$ cat src/hdl/asp_defs.svh
// Functional notes
// - Send start, data LSB first, parity, stops
// - Check overrun, parity, framing, break per character
// - Divisor is 16-bit integer plus 6-bit fraction
// - Divisor makes 16x tick; sixteen ticks per bit
// - Divisors and line control latch on line write
// - Keep sending until transmit queue is empty
// - Busy until queue empty and stop bits sent
// - Start edge confirmed low on eighth tick
// - Sample data every sixteen ticks, then parity
// - Low stop is framing error; push with flags
// - Infrared: zero as 3/16 high pulse
// - Low-power infrared pulse is three reference ticks
// - Two 16-entry queues; 12-bit read, 8-bit write
// - Queues one deep until queue enable set
// - Empty and full flags; overrun status bit
// - Thresholds eighth to seven eighths, default half
// - Masked events ORed into one request
// - Writing one to clear drops raw and masked
// - Receive event by threshold or filled holding
// - Transmit event by threshold or empty holding
// - Loopback routes transmit back to receive
// - Both directions enabled; disable finishes character
`ifndef ASP_DEFS_SVH
`define ASP_DEFS_SVH
// ----------------------------------------------------------------
// Register byte offsets
// ----------------------------------------------------------------
`define ASP_OFF_DATA     12'h000
`define ASP_OFF_RSTAT    12'h004
`define ASP_OFF_FLAG     12'h018
`define ASP_OFF_LPDIV    12'h020
`define ASP_OFF_IDIV     12'h024
`define ASP_OFF_FDIV     12'h028
`define ASP_OFF_LINE     12'h02c
`define ASP_OFF_CTRL     12'h030
`define ASP_OFF_THRESH   12'h034
`define ASP_OFF_IMASK    12'h038
`define ASP_OFF_RAW      12'h03c
`define ASP_OFF_MASKED   12'h040
`define ASP_OFF_ICLEAR   12'h044
// ----------------------------------------------------------------
// Field positions
// ----------------------------------------------------------------
`define ASP_LC_BREAK     0
`define ASP_LC_PAR_EN    1
`define ASP_LC_PAR_EVEN  2
`define ASP_LC_STOP2     3
`define ASP_LC_QEN       4
`define ASP_LC_STICK     7
`define ASP_CT_EN        0
`define ASP_CT_IR        1
`define ASP_CT_IR_LP     2
`define ASP_CT_LOOP      7
`define ASP_CT_TXE       8
`define ASP_CT_RXE       9
`define ASP_IRQ_RX       4
`define ASP_IRQ_TX       5
`define ASP_IRQ_FRM      7
`define ASP_IRQ_PAR      8
`define ASP_IRQ_BRK      9
`define ASP_IRQ_OVR      10
`define ASP_IRQ_WMASK    11'h7f0
// ----------------------------------------------------------------
// Reset values and timing counts
// ----------------------------------------------------------------
`define ASP_CTRL_RST     10'h300
`define ASP_THRESH_RST   6'h12
`define ASP_TICK_LAST    4'hf
`define ASP_START_CHECK  4'h7
`define ASP_IR_PULSE     4'h3
`define ASP_LP_PULSE     2'h3
`define ASP_DIV_STEP     23'd64
`endif

$ cat src/hdl/asp_pkg.sv
package asp_pkg;
	typedef struct packed {
		logic [11:0] paddr;
		logic        psel;
		logic        penable;
		logic        pwrite;
		logic [31:0] pwdata;
	} asp_apb_req_t;

	typedef struct packed {
		logic [31:0] prdata;
		logic        pready;
		logic        pslverr;
	} asp_apb_rsp_t;

	typedef enum logic [2:0] {TX_IDLE, TX_START, TX_DATA, TX_PARITY, TX_STOP} asp_tx_state_t;
	typedef enum logic [2:0] {RX_IDLE, RX_START, RX_DATA, RX_PARITY, RX_STOP} asp_rx_state_t;
endpackage

$ cat src/hdl/asp_top.sv
// The placing of the registers and register access over APB were decided locally.
`timescale 1ns/10ps
`include "asp_defs.svh"
module asp_top #(
	parameter int DEPTH = 16
) (
	input  wire logic                  clk_i,
	input  wire logic                  rst_b_i,
	input  wire asp_pkg::asp_apb_req_t apb_i,
	output asp_pkg::asp_apb_rsp_t      apb_o,
	input  wire logic                  serial_in_i,
	output logic                       serial_out_o,
	output logic                       irq_o
);
	localparam int PW = $clog2(DEPTH);
	localparam int CW = PW + 1;

	typedef struct packed {
		logic [15:0]                 idiv;
		logic [5:0]                  fdiv;
		logic [29:0]                 active;
		logic [9:0]                  ctrl;
		logic [5:0]                  thresh;
		logic [10:0]                 imask;
		logic [10:0]                 raw;
		logic [7:0]                  lpdiv;
		logic [3:0]                  rstat;
		logic                        rx_cond_q;
		logic                        tx_cond_q;
		logic [22:0]                 acc;
		logic [7:0]                  lpcnt;
		asp_pkg::asp_tx_state_t      tx_st;
		logic [3:0]                  tx_sub;
		logic [2:0]                  tx_bit;
		logic [7:0]                  tx_sh;
		logic                        tx_par;
		logic                        tx_stop2;
		logic [1:0]                  ir_lp;
		asp_pkg::asp_rx_state_t      rx_st;
		logic [3:0]                  rx_sub;
		logic [2:0]                  rx_bit;
		logic [7:0]                  rx_sh;
		logic                        rx_perr;
		logic                        rx_zero;
		logic                        rx_prev;
		logic                        ovr_pend;
		logic [4:0]                  ir_stretch;
		logic [DEPTH-1:0][7:0]       txq;
		logic [PW-1:0]               tx_wp;
		logic [PW-1:0]               tx_rp;
		logic [CW-1:0]               tx_cnt;
		logic [DEPTH-1:0][11:0]      rxq;
		logic [PW-1:0]               rx_wp;
		logic [PW-1:0]               rx_rp;
		logic [CW-1:0]               rx_cnt;
		logic                        ack;
		logic                        err;
		logic [31:0]                 prdata;
		logic                        serial_out;
	} asp_state_t;

	asp_state_t  state_reg;
	asp_state_t  state_next;

	logic        rd_done;
	logic        wr_done;
	logic [31:0] rdata;
	logic        mapped;
	logic        tick;
	logic        lptick;
	logic [22:0] acc_sum;
	logic [7:0]  lc;
	logic        qen;
	logic [CW-1:0] cap;
	logic [2:0]  last_bit;
	logic        tx_line;
	logic        rx_line;
	logic        ir_dec;
	logic        port_on;
	logic        busy;
	logic        tx_push;
	logic        tx_pop;
	logic        rx_push;
	logic        rx_pop;
	logic [11:0] rx_word;
	logic [7:0]  rx_data;
	logic        rx_cond;
	logic        tx_cond;
	logic [CW-1:0] rx_lvl;
	logic [CW-1:0] tx_lvl;

	// ----------------------------------------------------------------
	// Helpers
	// ----------------------------------------------------------------
	function automatic logic par_of(input logic [7:0] d, input logic [2:0] lb,
	                                input logic even, input logic stick);
		logic [7:0] m;
		logic       p;
		m = 8'hff >> (3'd7 - lb);
		p = ^(d & m);
		if (stick) begin
			par_of = ~even;
		end else begin
			par_of = even ? p : ~p;
		end
	endfunction

	function automatic logic [CW-1:0] level_of(input logic [2:0] sel);
		case (sel)
			3'h0:    level_of = CW'(DEPTH / 8);
			3'h1:    level_of = CW'(DEPTH / 4);
			3'h3:    level_of = CW'(3 * DEPTH / 4);
			3'h4:    level_of = CW'(7 * DEPTH / 8);
			default: level_of = CW'(DEPTH / 2);
		endcase
	endfunction

	always_comb begin
		lc       = state_reg.active[7:0];
		qen      = lc[`ASP_LC_QEN];
		cap      = qen ? CW'(DEPTH) : CW'(1);
		last_bit = 3'h4 + {1'b0, lc[6:5]};
		port_on  = state_reg.ctrl[`ASP_CT_EN];
		busy     = (state_reg.tx_cnt != '0) || (state_reg.tx_st != asp_pkg::TX_IDLE);
		rx_lvl   = level_of(state_reg.thresh[5:3]);
		tx_lvl   = level_of(state_reg.thresh[2:0]);
		rx_word  = state_reg.rxq[state_reg.rx_rp];
		rx_data  = state_reg.rx_sh >> (3'd7 - last_bit);
		// Divisor in 1/64 steps: add 64 per clock, tick when it reaches the divisor
		acc_sum  = state_reg.acc + `ASP_DIV_STEP;
		tick     = acc_sum >= {1'b0, state_reg.active[29:8]};
		lptick   = state_reg.lpcnt == 8'h00;
		case (state_reg.tx_st)
			asp_pkg::TX_START:  tx_line = 1'b0;
			asp_pkg::TX_DATA:   tx_line = state_reg.tx_sh[0];
			asp_pkg::TX_PARITY: tx_line = state_reg.tx_par;
			default:            tx_line = 1'b1;
		endcase
		if (lc[`ASP_LC_BREAK]) begin
			tx_line = 1'b0;
		end
		// Stretched decoder: a short light pulse holds a zero for one bit time
		ir_dec = (state_reg.ir_stretch == 5'h00) && serial_in_i;
		if (state_reg.ctrl[`ASP_CT_LOOP]) begin
			rx_line = tx_line;
		end else if (state_reg.ctrl[`ASP_CT_IR]) begin
			rx_line = ir_dec;
		end else begin
			rx_line = serial_in_i;
		end
		rx_cond = qen ? (state_reg.rx_cnt >= rx_lvl) : (state_reg.rx_cnt != '0);
		tx_cond = qen ? (state_reg.tx_cnt <= tx_lvl) : (state_reg.tx_cnt == '0);
	end

	// ----------------------------------------------------------------
	// Register read mux
	// ----------------------------------------------------------------
	always_comb begin
		rdata  = 32'h0000_0000;
		mapped = 1'b1;
		case (apb_i.paddr)
			`ASP_OFF_DATA:   rdata = {20'h00000, rx_word};
			`ASP_OFF_RSTAT:  rdata = {28'h0000000, state_reg.rstat};
			`ASP_OFF_FLAG:   rdata = {24'h000000,
			                          state_reg.tx_cnt == '0,
			                          state_reg.rx_cnt >= cap,
			                          state_reg.tx_cnt >= cap,
			                          state_reg.rx_cnt == '0,
			                          busy, 3'h0};
			`ASP_OFF_LPDIV:  rdata = {24'h000000, state_reg.lpdiv};
			`ASP_OFF_IDIV:   rdata = {16'h0000, state_reg.idiv};
			`ASP_OFF_FDIV:   rdata = {26'h0000000, state_reg.fdiv};
			`ASP_OFF_LINE:   rdata = {24'h000000, lc};
			`ASP_OFF_CTRL:   rdata = {22'h000000, state_reg.ctrl};
			`ASP_OFF_THRESH: rdata = {26'h0000000, state_reg.thresh};
			`ASP_OFF_IMASK:  rdata = {21'h000000, state_reg.imask};
			`ASP_OFF_RAW:    rdata = {21'h000000, state_reg.raw};
			`ASP_OFF_MASKED: rdata = {21'h000000, state_reg.raw & state_reg.imask};
			`ASP_OFF_ICLEAR: rdata = 32'h0000_0000;
			default:         mapped = 1'b0;
		endcase
	end

	// ----------------------------------------------------------------
	// Next state
	// ----------------------------------------------------------------
	always_comb begin
		state_next = state_reg;
		tx_push    = 1'b0;
		tx_pop     = 1'b0;
		rx_push    = 1'b0;
		rx_pop     = 1'b0;

		// One wait state: data is latched in the first access cycle
		rd_done = apb_i.psel && apb_i.penable && state_reg.ack && !apb_i.pwrite;
		wr_done = apb_i.psel && apb_i.penable && state_reg.ack && apb_i.pwrite;
		state_next.ack = apb_i.psel && apb_i.penable && !state_reg.ack;
		if (state_next.ack) begin
			state_next.prdata = apb_i.pwrite ? 32'h0000_0000 : rdata;
			state_next.err    = !mapped;
		end

		// Baud and low-power reference generators
		state_next.acc   = tick ? acc_sum - {1'b0, state_reg.active[29:8]} : acc_sum;
		state_next.lpcnt = lptick ? state_reg.lpdiv - 8'h01 : state_reg.lpcnt - 8'h01;

		// Interrupt clear first, so that a same-cycle event below wins
		if (wr_done && apb_i.paddr == `ASP_OFF_ICLEAR) begin
			state_next.raw = state_reg.raw & ~apb_i.pwdata[10:0];
		end

		if (wr_done) begin
			case (apb_i.paddr)
				`ASP_OFF_DATA: begin
					tx_push = state_reg.tx_cnt < cap;
				end
				`ASP_OFF_RSTAT:  state_next.rstat  = 4'h0;
				`ASP_OFF_LPDIV:  state_next.lpdiv  = apb_i.pwdata[7:0];
				`ASP_OFF_IDIV:   state_next.idiv   = apb_i.pwdata[15:0];
				`ASP_OFF_FDIV:   state_next.fdiv   = apb_i.pwdata[5:0];
				// Divisors only reach the generator through this write
				`ASP_OFF_LINE:   state_next.active = {state_reg.idiv, state_reg.fdiv,
				                                      apb_i.pwdata[7:0]};
				`ASP_OFF_CTRL:   state_next.ctrl   = apb_i.pwdata[9:0];
				`ASP_OFF_THRESH: state_next.thresh = apb_i.pwdata[5:0];
				`ASP_OFF_IMASK:  state_next.imask  = apb_i.pwdata[10:0] & `ASP_IRQ_WMASK;
				default: ;
			endcase
		end
		if (rd_done && apb_i.paddr == `ASP_OFF_DATA && state_reg.rx_cnt != '0) begin
			rx_pop = 1'b1;
			state_next.rstat[2:0] = rx_word[10:8];
		end

		// Transmitter
		case (state_reg.tx_st)
			asp_pkg::TX_IDLE: begin
				// Enable only gates the start of a new character
				if (state_reg.tx_cnt != '0 && port_on && state_reg.ctrl[`ASP_CT_TXE]) begin
					tx_pop              = 1'b1;
					state_next.tx_sh    = state_reg.txq[state_reg.tx_rp];
					state_next.tx_par   = par_of(state_reg.txq[state_reg.tx_rp], last_bit,
					                             lc[`ASP_LC_PAR_EVEN], lc[`ASP_LC_STICK]);
					state_next.tx_st    = asp_pkg::TX_START;
					state_next.tx_sub   = 4'h0;
					state_next.tx_stop2 = 1'b0;
				end
			end
			default: begin
				if (tick) begin
					state_next.tx_sub = state_reg.tx_sub + 4'h1;
					if (state_reg.tx_sub == `ASP_TICK_LAST) begin
						case (state_reg.tx_st)
							asp_pkg::TX_START: begin
								state_next.tx_st  = asp_pkg::TX_DATA;
								state_next.tx_bit = 3'h0;
							end
							asp_pkg::TX_DATA: begin
								state_next.tx_sh  = {1'b0, state_reg.tx_sh[7:1]};
								state_next.tx_bit = state_reg.tx_bit + 3'h1;
								if (state_reg.tx_bit == last_bit) begin
									state_next.tx_st = lc[`ASP_LC_PAR_EN] ?
									                   asp_pkg::TX_PARITY : asp_pkg::TX_STOP;
								end
							end
							asp_pkg::TX_PARITY: state_next.tx_st = asp_pkg::TX_STOP;
							default: begin
								if (lc[`ASP_LC_STOP2] && !state_reg.tx_stop2) begin
									state_next.tx_stop2 = 1'b1;
								end else begin
									state_next.tx_st = asp_pkg::TX_IDLE;
								end
							end
						endcase
					end
				end
			end
		endcase

		// Infrared encoder
		if (lptick && state_reg.ir_lp != 2'h0) begin
			state_next.ir_lp = state_reg.ir_lp - 2'h1;
		end
		if (tick && !tx_line && state_reg.tx_sub == 4'h0) begin
			state_next.ir_lp = `ASP_LP_PULSE;
			// Restart the reference so the pulse spans three whole periods
			state_next.lpcnt = state_reg.lpdiv - 8'h01;
		end
		if (!state_reg.ctrl[`ASP_CT_IR]) begin
			state_next.serial_out = tx_line;
		end else if (state_reg.ctrl[`ASP_CT_IR_LP]) begin
			state_next.serial_out = state_reg.ir_lp != 2'h0;
		end else begin
			state_next.serial_out = !tx_line && state_reg.tx_sub < `ASP_IR_PULSE;
		end

		// Infrared decoder stretch
		if (!serial_in_i) begin
			state_next.ir_stretch = 5'h10;
		end else if (tick && state_reg.ir_stretch != 5'h00) begin
			state_next.ir_stretch = state_reg.ir_stretch - 5'h01;
		end

		// Receiver
		state_next.rx_prev = rx_line;
		case (state_reg.rx_st)
			asp_pkg::RX_IDLE: begin
				if (port_on && state_reg.ctrl[`ASP_CT_RXE] && state_reg.rx_prev && !rx_line) begin
					state_next.rx_st   = asp_pkg::RX_START;
					state_next.rx_sub  = 4'h0;
					state_next.rx_zero = 1'b1;
					state_next.rx_perr = 1'b0;
				end
			end
			asp_pkg::RX_START: begin
				if (tick) begin
					state_next.rx_sub = state_reg.rx_sub + 4'h1;
					if (state_reg.rx_sub == `ASP_START_CHECK) begin
						state_next.rx_sub = 4'h0;
						state_next.rx_bit = 3'h0;
						state_next.rx_st  = rx_line ? asp_pkg::RX_IDLE : asp_pkg::RX_DATA;
					end
				end
			end
			default: begin
				if (tick) begin
					state_next.rx_sub = state_reg.rx_sub + 4'h1;
					if (state_reg.rx_sub == `ASP_TICK_LAST) begin
						state_next.rx_zero = state_reg.rx_zero && !rx_line;
						case (state_reg.rx_st)
							asp_pkg::RX_DATA: begin
								state_next.rx_sh  = {rx_line, state_reg.rx_sh[7:1]};
								state_next.rx_bit = state_reg.rx_bit + 3'h1;
								if (state_reg.rx_bit == last_bit) begin
									state_next.rx_st = lc[`ASP_LC_PAR_EN] ?
									                   asp_pkg::RX_PARITY : asp_pkg::RX_STOP;
								end
							end
							asp_pkg::RX_PARITY: begin
								state_next.rx_perr = rx_line != par_of(rx_data, last_bit,
								                     lc[`ASP_LC_PAR_EVEN], lc[`ASP_LC_STICK]);
								state_next.rx_st   = asp_pkg::RX_STOP;
							end
							default: begin
								state_next.rx_st = asp_pkg::RX_IDLE;
								if (!rx_line) begin
									state_next.raw[`ASP_IRQ_FRM] = 1'b1;
								end
								if (state_reg.rx_zero && !rx_line) begin
									state_next.raw[`ASP_IRQ_BRK] = 1'b1;
								end
								if (state_reg.rx_perr) begin
									state_next.raw[`ASP_IRQ_PAR] = 1'b1;
								end
								if (state_reg.rx_cnt < cap || rx_pop) begin
									rx_push             = 1'b1;
									state_next.ovr_pend = 1'b0;
								end else begin
									state_next.ovr_pend          = 1'b1;
									state_next.rstat[3]          = 1'b1;
									state_next.raw[`ASP_IRQ_OVR] = 1'b1;
								end
							end
						endcase
					end
				end
			end
		endcase

		// Queues
		if (tx_push) begin
			state_next.txq[state_reg.tx_wp] = apb_i.pwdata[7:0];
			state_next.tx_wp = qen ? state_reg.tx_wp + PW'(1) : state_reg.tx_rp;
		end
		if (tx_pop) begin
			state_next.tx_rp = qen ? state_reg.tx_rp + PW'(1) : state_reg.tx_rp;
		end
		state_next.tx_cnt = state_reg.tx_cnt + CW'(tx_push) - CW'(tx_pop);
		if (rx_push) begin
			state_next.rxq[state_reg.rx_wp] = {state_reg.ovr_pend,
			                                   state_reg.rx_zero && !rx_line,
			                                   state_reg.rx_perr, !rx_line, rx_data};
			state_next.rx_wp = qen ? state_reg.rx_wp + PW'(1) : state_reg.rx_rp;
		end
		if (rx_pop) begin
			state_next.rx_rp = qen ? state_reg.rx_rp + PW'(1) : state_reg.rx_rp;
		end
		state_next.rx_cnt = state_reg.rx_cnt + CW'(rx_push) - CW'(rx_pop);

		// Queue level events: edge sets, condition fall or clear drops
		state_next.rx_cond_q = rx_cond;
		state_next.tx_cond_q = tx_cond;
		if (!rx_cond) begin
			state_next.raw[`ASP_IRQ_RX] = 1'b0;
		end
		if (rx_cond && !state_reg.rx_cond_q) begin
			state_next.raw[`ASP_IRQ_RX] = 1'b1;
		end
		if (!tx_cond) begin
			state_next.raw[`ASP_IRQ_TX] = 1'b0;
		end
		if (tx_cond && !state_reg.tx_cond_q) begin
			state_next.raw[`ASP_IRQ_TX] = 1'b1;
		end

		if (!rst_b_i) begin
			state_next            = '0;
			state_next.ctrl       = `ASP_CTRL_RST;
			state_next.thresh     = `ASP_THRESH_RST;
			state_next.rx_prev    = 1'b1;
			state_next.serial_out = 1'b1;
		end
	end

	always_ff @(posedge clk_i) begin
		state_reg <= state_next;
	end

	// ----------------------------------------------------------------
	// Outputs
	// ----------------------------------------------------------------
	assign serial_out_o  = state_reg.serial_out;
	assign irq_o         = |(state_reg.raw & state_reg.imask);
	assign apb_o.prdata  = state_reg.prdata;
	assign apb_o.pready  = state_reg.ack;
	assign apb_o.pslverr = state_reg.ack && state_reg.err;
endmodule
$ cat config.mk
export PLATFORM = sky130hd
export DESIGN_NAME = asp_top
export DESIGN_NICKNAME = d
export VERILOG_FILES = /design/src/hdl/asp_pkg.sv /design/src/hdl/asp_top.sv
export VERILOG_INCLUDE_DIRS = /design/src /design/src/hdl
export SDC_FILE = /design/constraint.sdc
export NUM_CORES = 1
export LEC_CHECK = 0
export BUFFER_PORTS_ARGS = -buffer_cell sky130_fd_sc_hd__buf_2
export CAP_MARGIN = 20
export CORE_MARGIN = 2
export CORE_UTILIZATION = 35
export CTS_CLUSTER_DIAMETER = 50
export CTS_CLUSTER_SIZE = 25
export DETAILED_ROUTE_END_ITERATION = 6
export GPL_TIMING_DRIVEN = 0
export PLACE_DENSITY = 0.56
export SLEW_MARGIN = 10
export SYNTH_ARGS = -nofsm -noshare
export SYNTH_HDL_FRONTEND = slang
export SYNTH_SLANG_ARGS = --single-unit
$ cat constraint.sdc
create_clock -name clk_i -period 14.1 [get_ports clk_i]
set_clock_uncertainty 0.05 [all_clocks]
set_input_delay 0.705 -clock clk_i [delete_from_list [all_inputs] [get_ports clk_i]]
set_output_delay 0.705 -clock clk_i [all_outputs]
set_load 0.02 [all_outputs]
==> results by group <==
STA
  – RSZ-0062 raised after global routing: false
  – Final max-slew violation count: 0
  – Highest Clock Rate: approximately 0.17 GHz
  – Final period utilization: 41.4%
  – Final Critical Period: 5840 ps
  – Final number of setup-violating endpoints: 0
  – Slew margin rel.: 19.3%
  – Final TNS setup: 0 ps
  – Actual transition at the worst max-transition pin: 1210 ps
  – Hold slack: around 250 ps
  – Fin. Hold Viols: 0

Route
  – Initial DRC count: 2033
  – Drt drc: 0
  – DR WL/cell: 21.5 um
  – Drt first pass iters: 7
  – Vias/cell: 5.39
  – Final WL: 88000 um
  – Post-route ant nets: 0
  – Vias post-DR: 22100

Critical path
  – RR Endpoint: state_reg[39]
  – CP Max Fanout: 9
  – R2R depth: 25
  – R2R Path Start: state_reg[446]
  – Startpoint types: flip-flop
  – Crit Path Category: flip-flop to flip-flop
  – Reg2reg setup slack: 8260 ps
  – Crit path required time: 14530 ps
  – Setup crit end kind: flip-flop
  – Critical path arrival: between 6000 and 7000 ps

Floorplan
  – Initial Util: 35.2%
  – Site row count: 101
  – Die area: about 0.078 mm2
  – Die H: between 200 and 300 um
  – DIE WIDTH: 280 um
  – Core Region: 0.0756 mm2
  – IO Count: 86

Finish
  – Diode count: 0
  – Share of cells above drive strength 1: between 10 and 15%
  – Area Overhead vs Synth: 15.1%
  – Number of fillers in the final layout: 7565
  – # nets final: 3185
  – Largest register FFs: 518
  – Final Cell Area: 0.0306 mm2
  – Non-filler cells, final: 4093

Min path
  – Hold path start: serial_in_i
  – Hold EP: state_reg[385]
  – Hold Path Stages: 2
  – Worst Hold Class: input pin to flip-flop

Clock network
  – Post-CTS Hold Buffers: 0
  – Number of setup buffers added after CTS: 0
  – Clk sinks: between 500 and 600
  – Clk Latency, worst-skew pair: approximately 640 ps
  – Post-cts sizing count: 0
  – Cts bufs inserted: 67
  – Maximum clock path buffer count: 3
  – CTS tree: yes
  – Clock transition at the registers of the reported paths: 70 ps
  – H-tree levels: 3
  – CTS root buffer: clkbuf_16

Synth
  – Post-synth EDFFs: 0
  – Cell with the most instances after synthesis: dfxtp_1
  – Area leader, netlist: dfxtp_1
  – Netlist Area Pre-Place: around 0.027 mm2
  – Share of the synthesized area in the top cell type: 41.0%
  – Synth top cells by count: 545 x dfxtp_1, 373 x nand2_1, 365 x nor2_1, 270 x mux2i_1, 223 x a21oi_1
  – Synth cell types: 77
  – Main synth FF type: dfxtp_1
  – Post-synthesis sequential area ratio: 41.0%
  – Synthesized area per cell: just over 9 um2
  – Seq cells post-synth: 545
  – Post-Synthesis Cells: 2919
  – Synth warn: 0
  – Ranking of synthesized cells by area: dfxtp_1 41%, mux2i_1 10%, mux4_2 8.3%, nand2_1 5.3%, nor2_1 5.1%
  – Asr flop ratio synth: 0%

Flow run
  – Max-Cap Viols: 0

Global routing
  – GRT Util Overall: 22.3%
  – GR Overflow Total: 0
  – Vias in the first global route: between 20000 and 25000
  – First-pass GRT wire length: 132000 um
  – Largest net degree at the start of global routing: 16
  – Initial antenna violation count: 0

Placed design
  – PortBufs: 50
  – DP Area: 0.0282 mm2
  – DP HPWL: 64800 um
  – Dpl cells: 3967
  – Placer Congestion: 0.885

Run status
  – Status: complete, no violations

Power and ir drop
  – Power Density: 140 mW/mm2
  – Max VDD drop: 0.000118 V
  – Leakage: 11.7 nW
kinds of logic after synthesis:
logic type | after synthesis | synth area share, %
and+or+nand+nor | 1056 | 18.3
DFF | 545 | 41.0
AOI/OAI and AO/OA | 473 | 10.9
muxes | 371 | 18.6
buffers and inverters | 331 | 5.44
adders and majority gates | 72 | 3.47
xor gates and xnor gates | 70 | 2.30
other | 1 | 0.0141
power by group:
| group | internal, mW | switching [mW] | leakage [nW] |
|---|---|---|---|
| logic | 0.291 | 0.561 | 6.21 |
| registers | 1.58 | 0.0293 | 4.40 |
| clock network | 1.02 | 0.800 | 1.13 |
| total | 2.89 | 1.39 | 11.7 |
metrics by stage:
stage	setup WS (ps)	total power [mW]	util, %
CTS	8280	4.30	40.5
global placement	8280	2.48	37.2
finish	8260	4.28	40.5
detailed placement	8300	2.49	37.3
global route	7830	4.45	40.5
floorplan	9240	2.25	-
worst max-delay path, stage by stage, from the launching register on:
cell     delay [ps]
dfxtp_1         380
and3_1          260
and3_1          250
nand2_1         120
inv_1           110
nand2_1          70
xnor2_1         150
ha_1            360
nand2_1         140
or3_1           440
or4_1           600
and3_1          240
a31oi_2         600
and2_1          230
buf_2           180
inv_1           130
ha_1            310
inv_1            50
ha_1            150
inv_1            60
fa_1            400
nor2_1          110
nor2_1           40
nor2_1          100
or3_1           120
a21oi_1          50
worst max path at each step:
stage | cells past startpoint | slack, ps | end | startpoint
3_5_place_dp | 25 | 8300 | state_reg[39] | state_reg[446]
3_3_place_gp | 25 | 8280 | state_reg[39] | state_reg[446]
5_1_grt | 25 | 7830 | state_reg[39] | state_reg[447]
2_1_floorplan | 25 | 9240 | state_reg[39] | state_reg[446]
6_report | 25 | 8260 | state_reg[39] | state_reg[446]
4_1_cts | 25 | 8280 | state_reg[39] | state_reg[446]
cell usage in the layout (no fill, tap or decap), types with 67 or more instances in the layout:
cell         n
nand3_1    135
clkbuf_16   67
mux2i_1    270
mux4_2      98
inv_1       80
dfxtp_1    545
clkbuf_1   168
ha_1        69
buf_2       69
nand2_1    373
a21oi_1    223
nor2_1     365
layer usage:
metal	track usage, %	up-vias	routed length (um)
li1	-	10500	-
met1	31.2	10600	39600
met2	34.5	791	39100
met3	3.95	144	6470
met4	7.64	0	2760
met5	0	-	0
final cells by class:
class / instances / area (um2) / area share (%)
buffer: 251 / 1150 / 3.75
clock buffer: 78 / 1780 / 5.81
clock inverter: 43 / 581 / 1.90
inverter: 80 / 300 / 0.981
multi-input combinational: 2058 / 14300 / 46.8
sequential: 545 / 10900 / 35.6
tap: 978 / 1220 / 4.00
timing repair buffer: 60 / 360 / 1.18
Note: power is estimated with default switching activity, not from simulation.
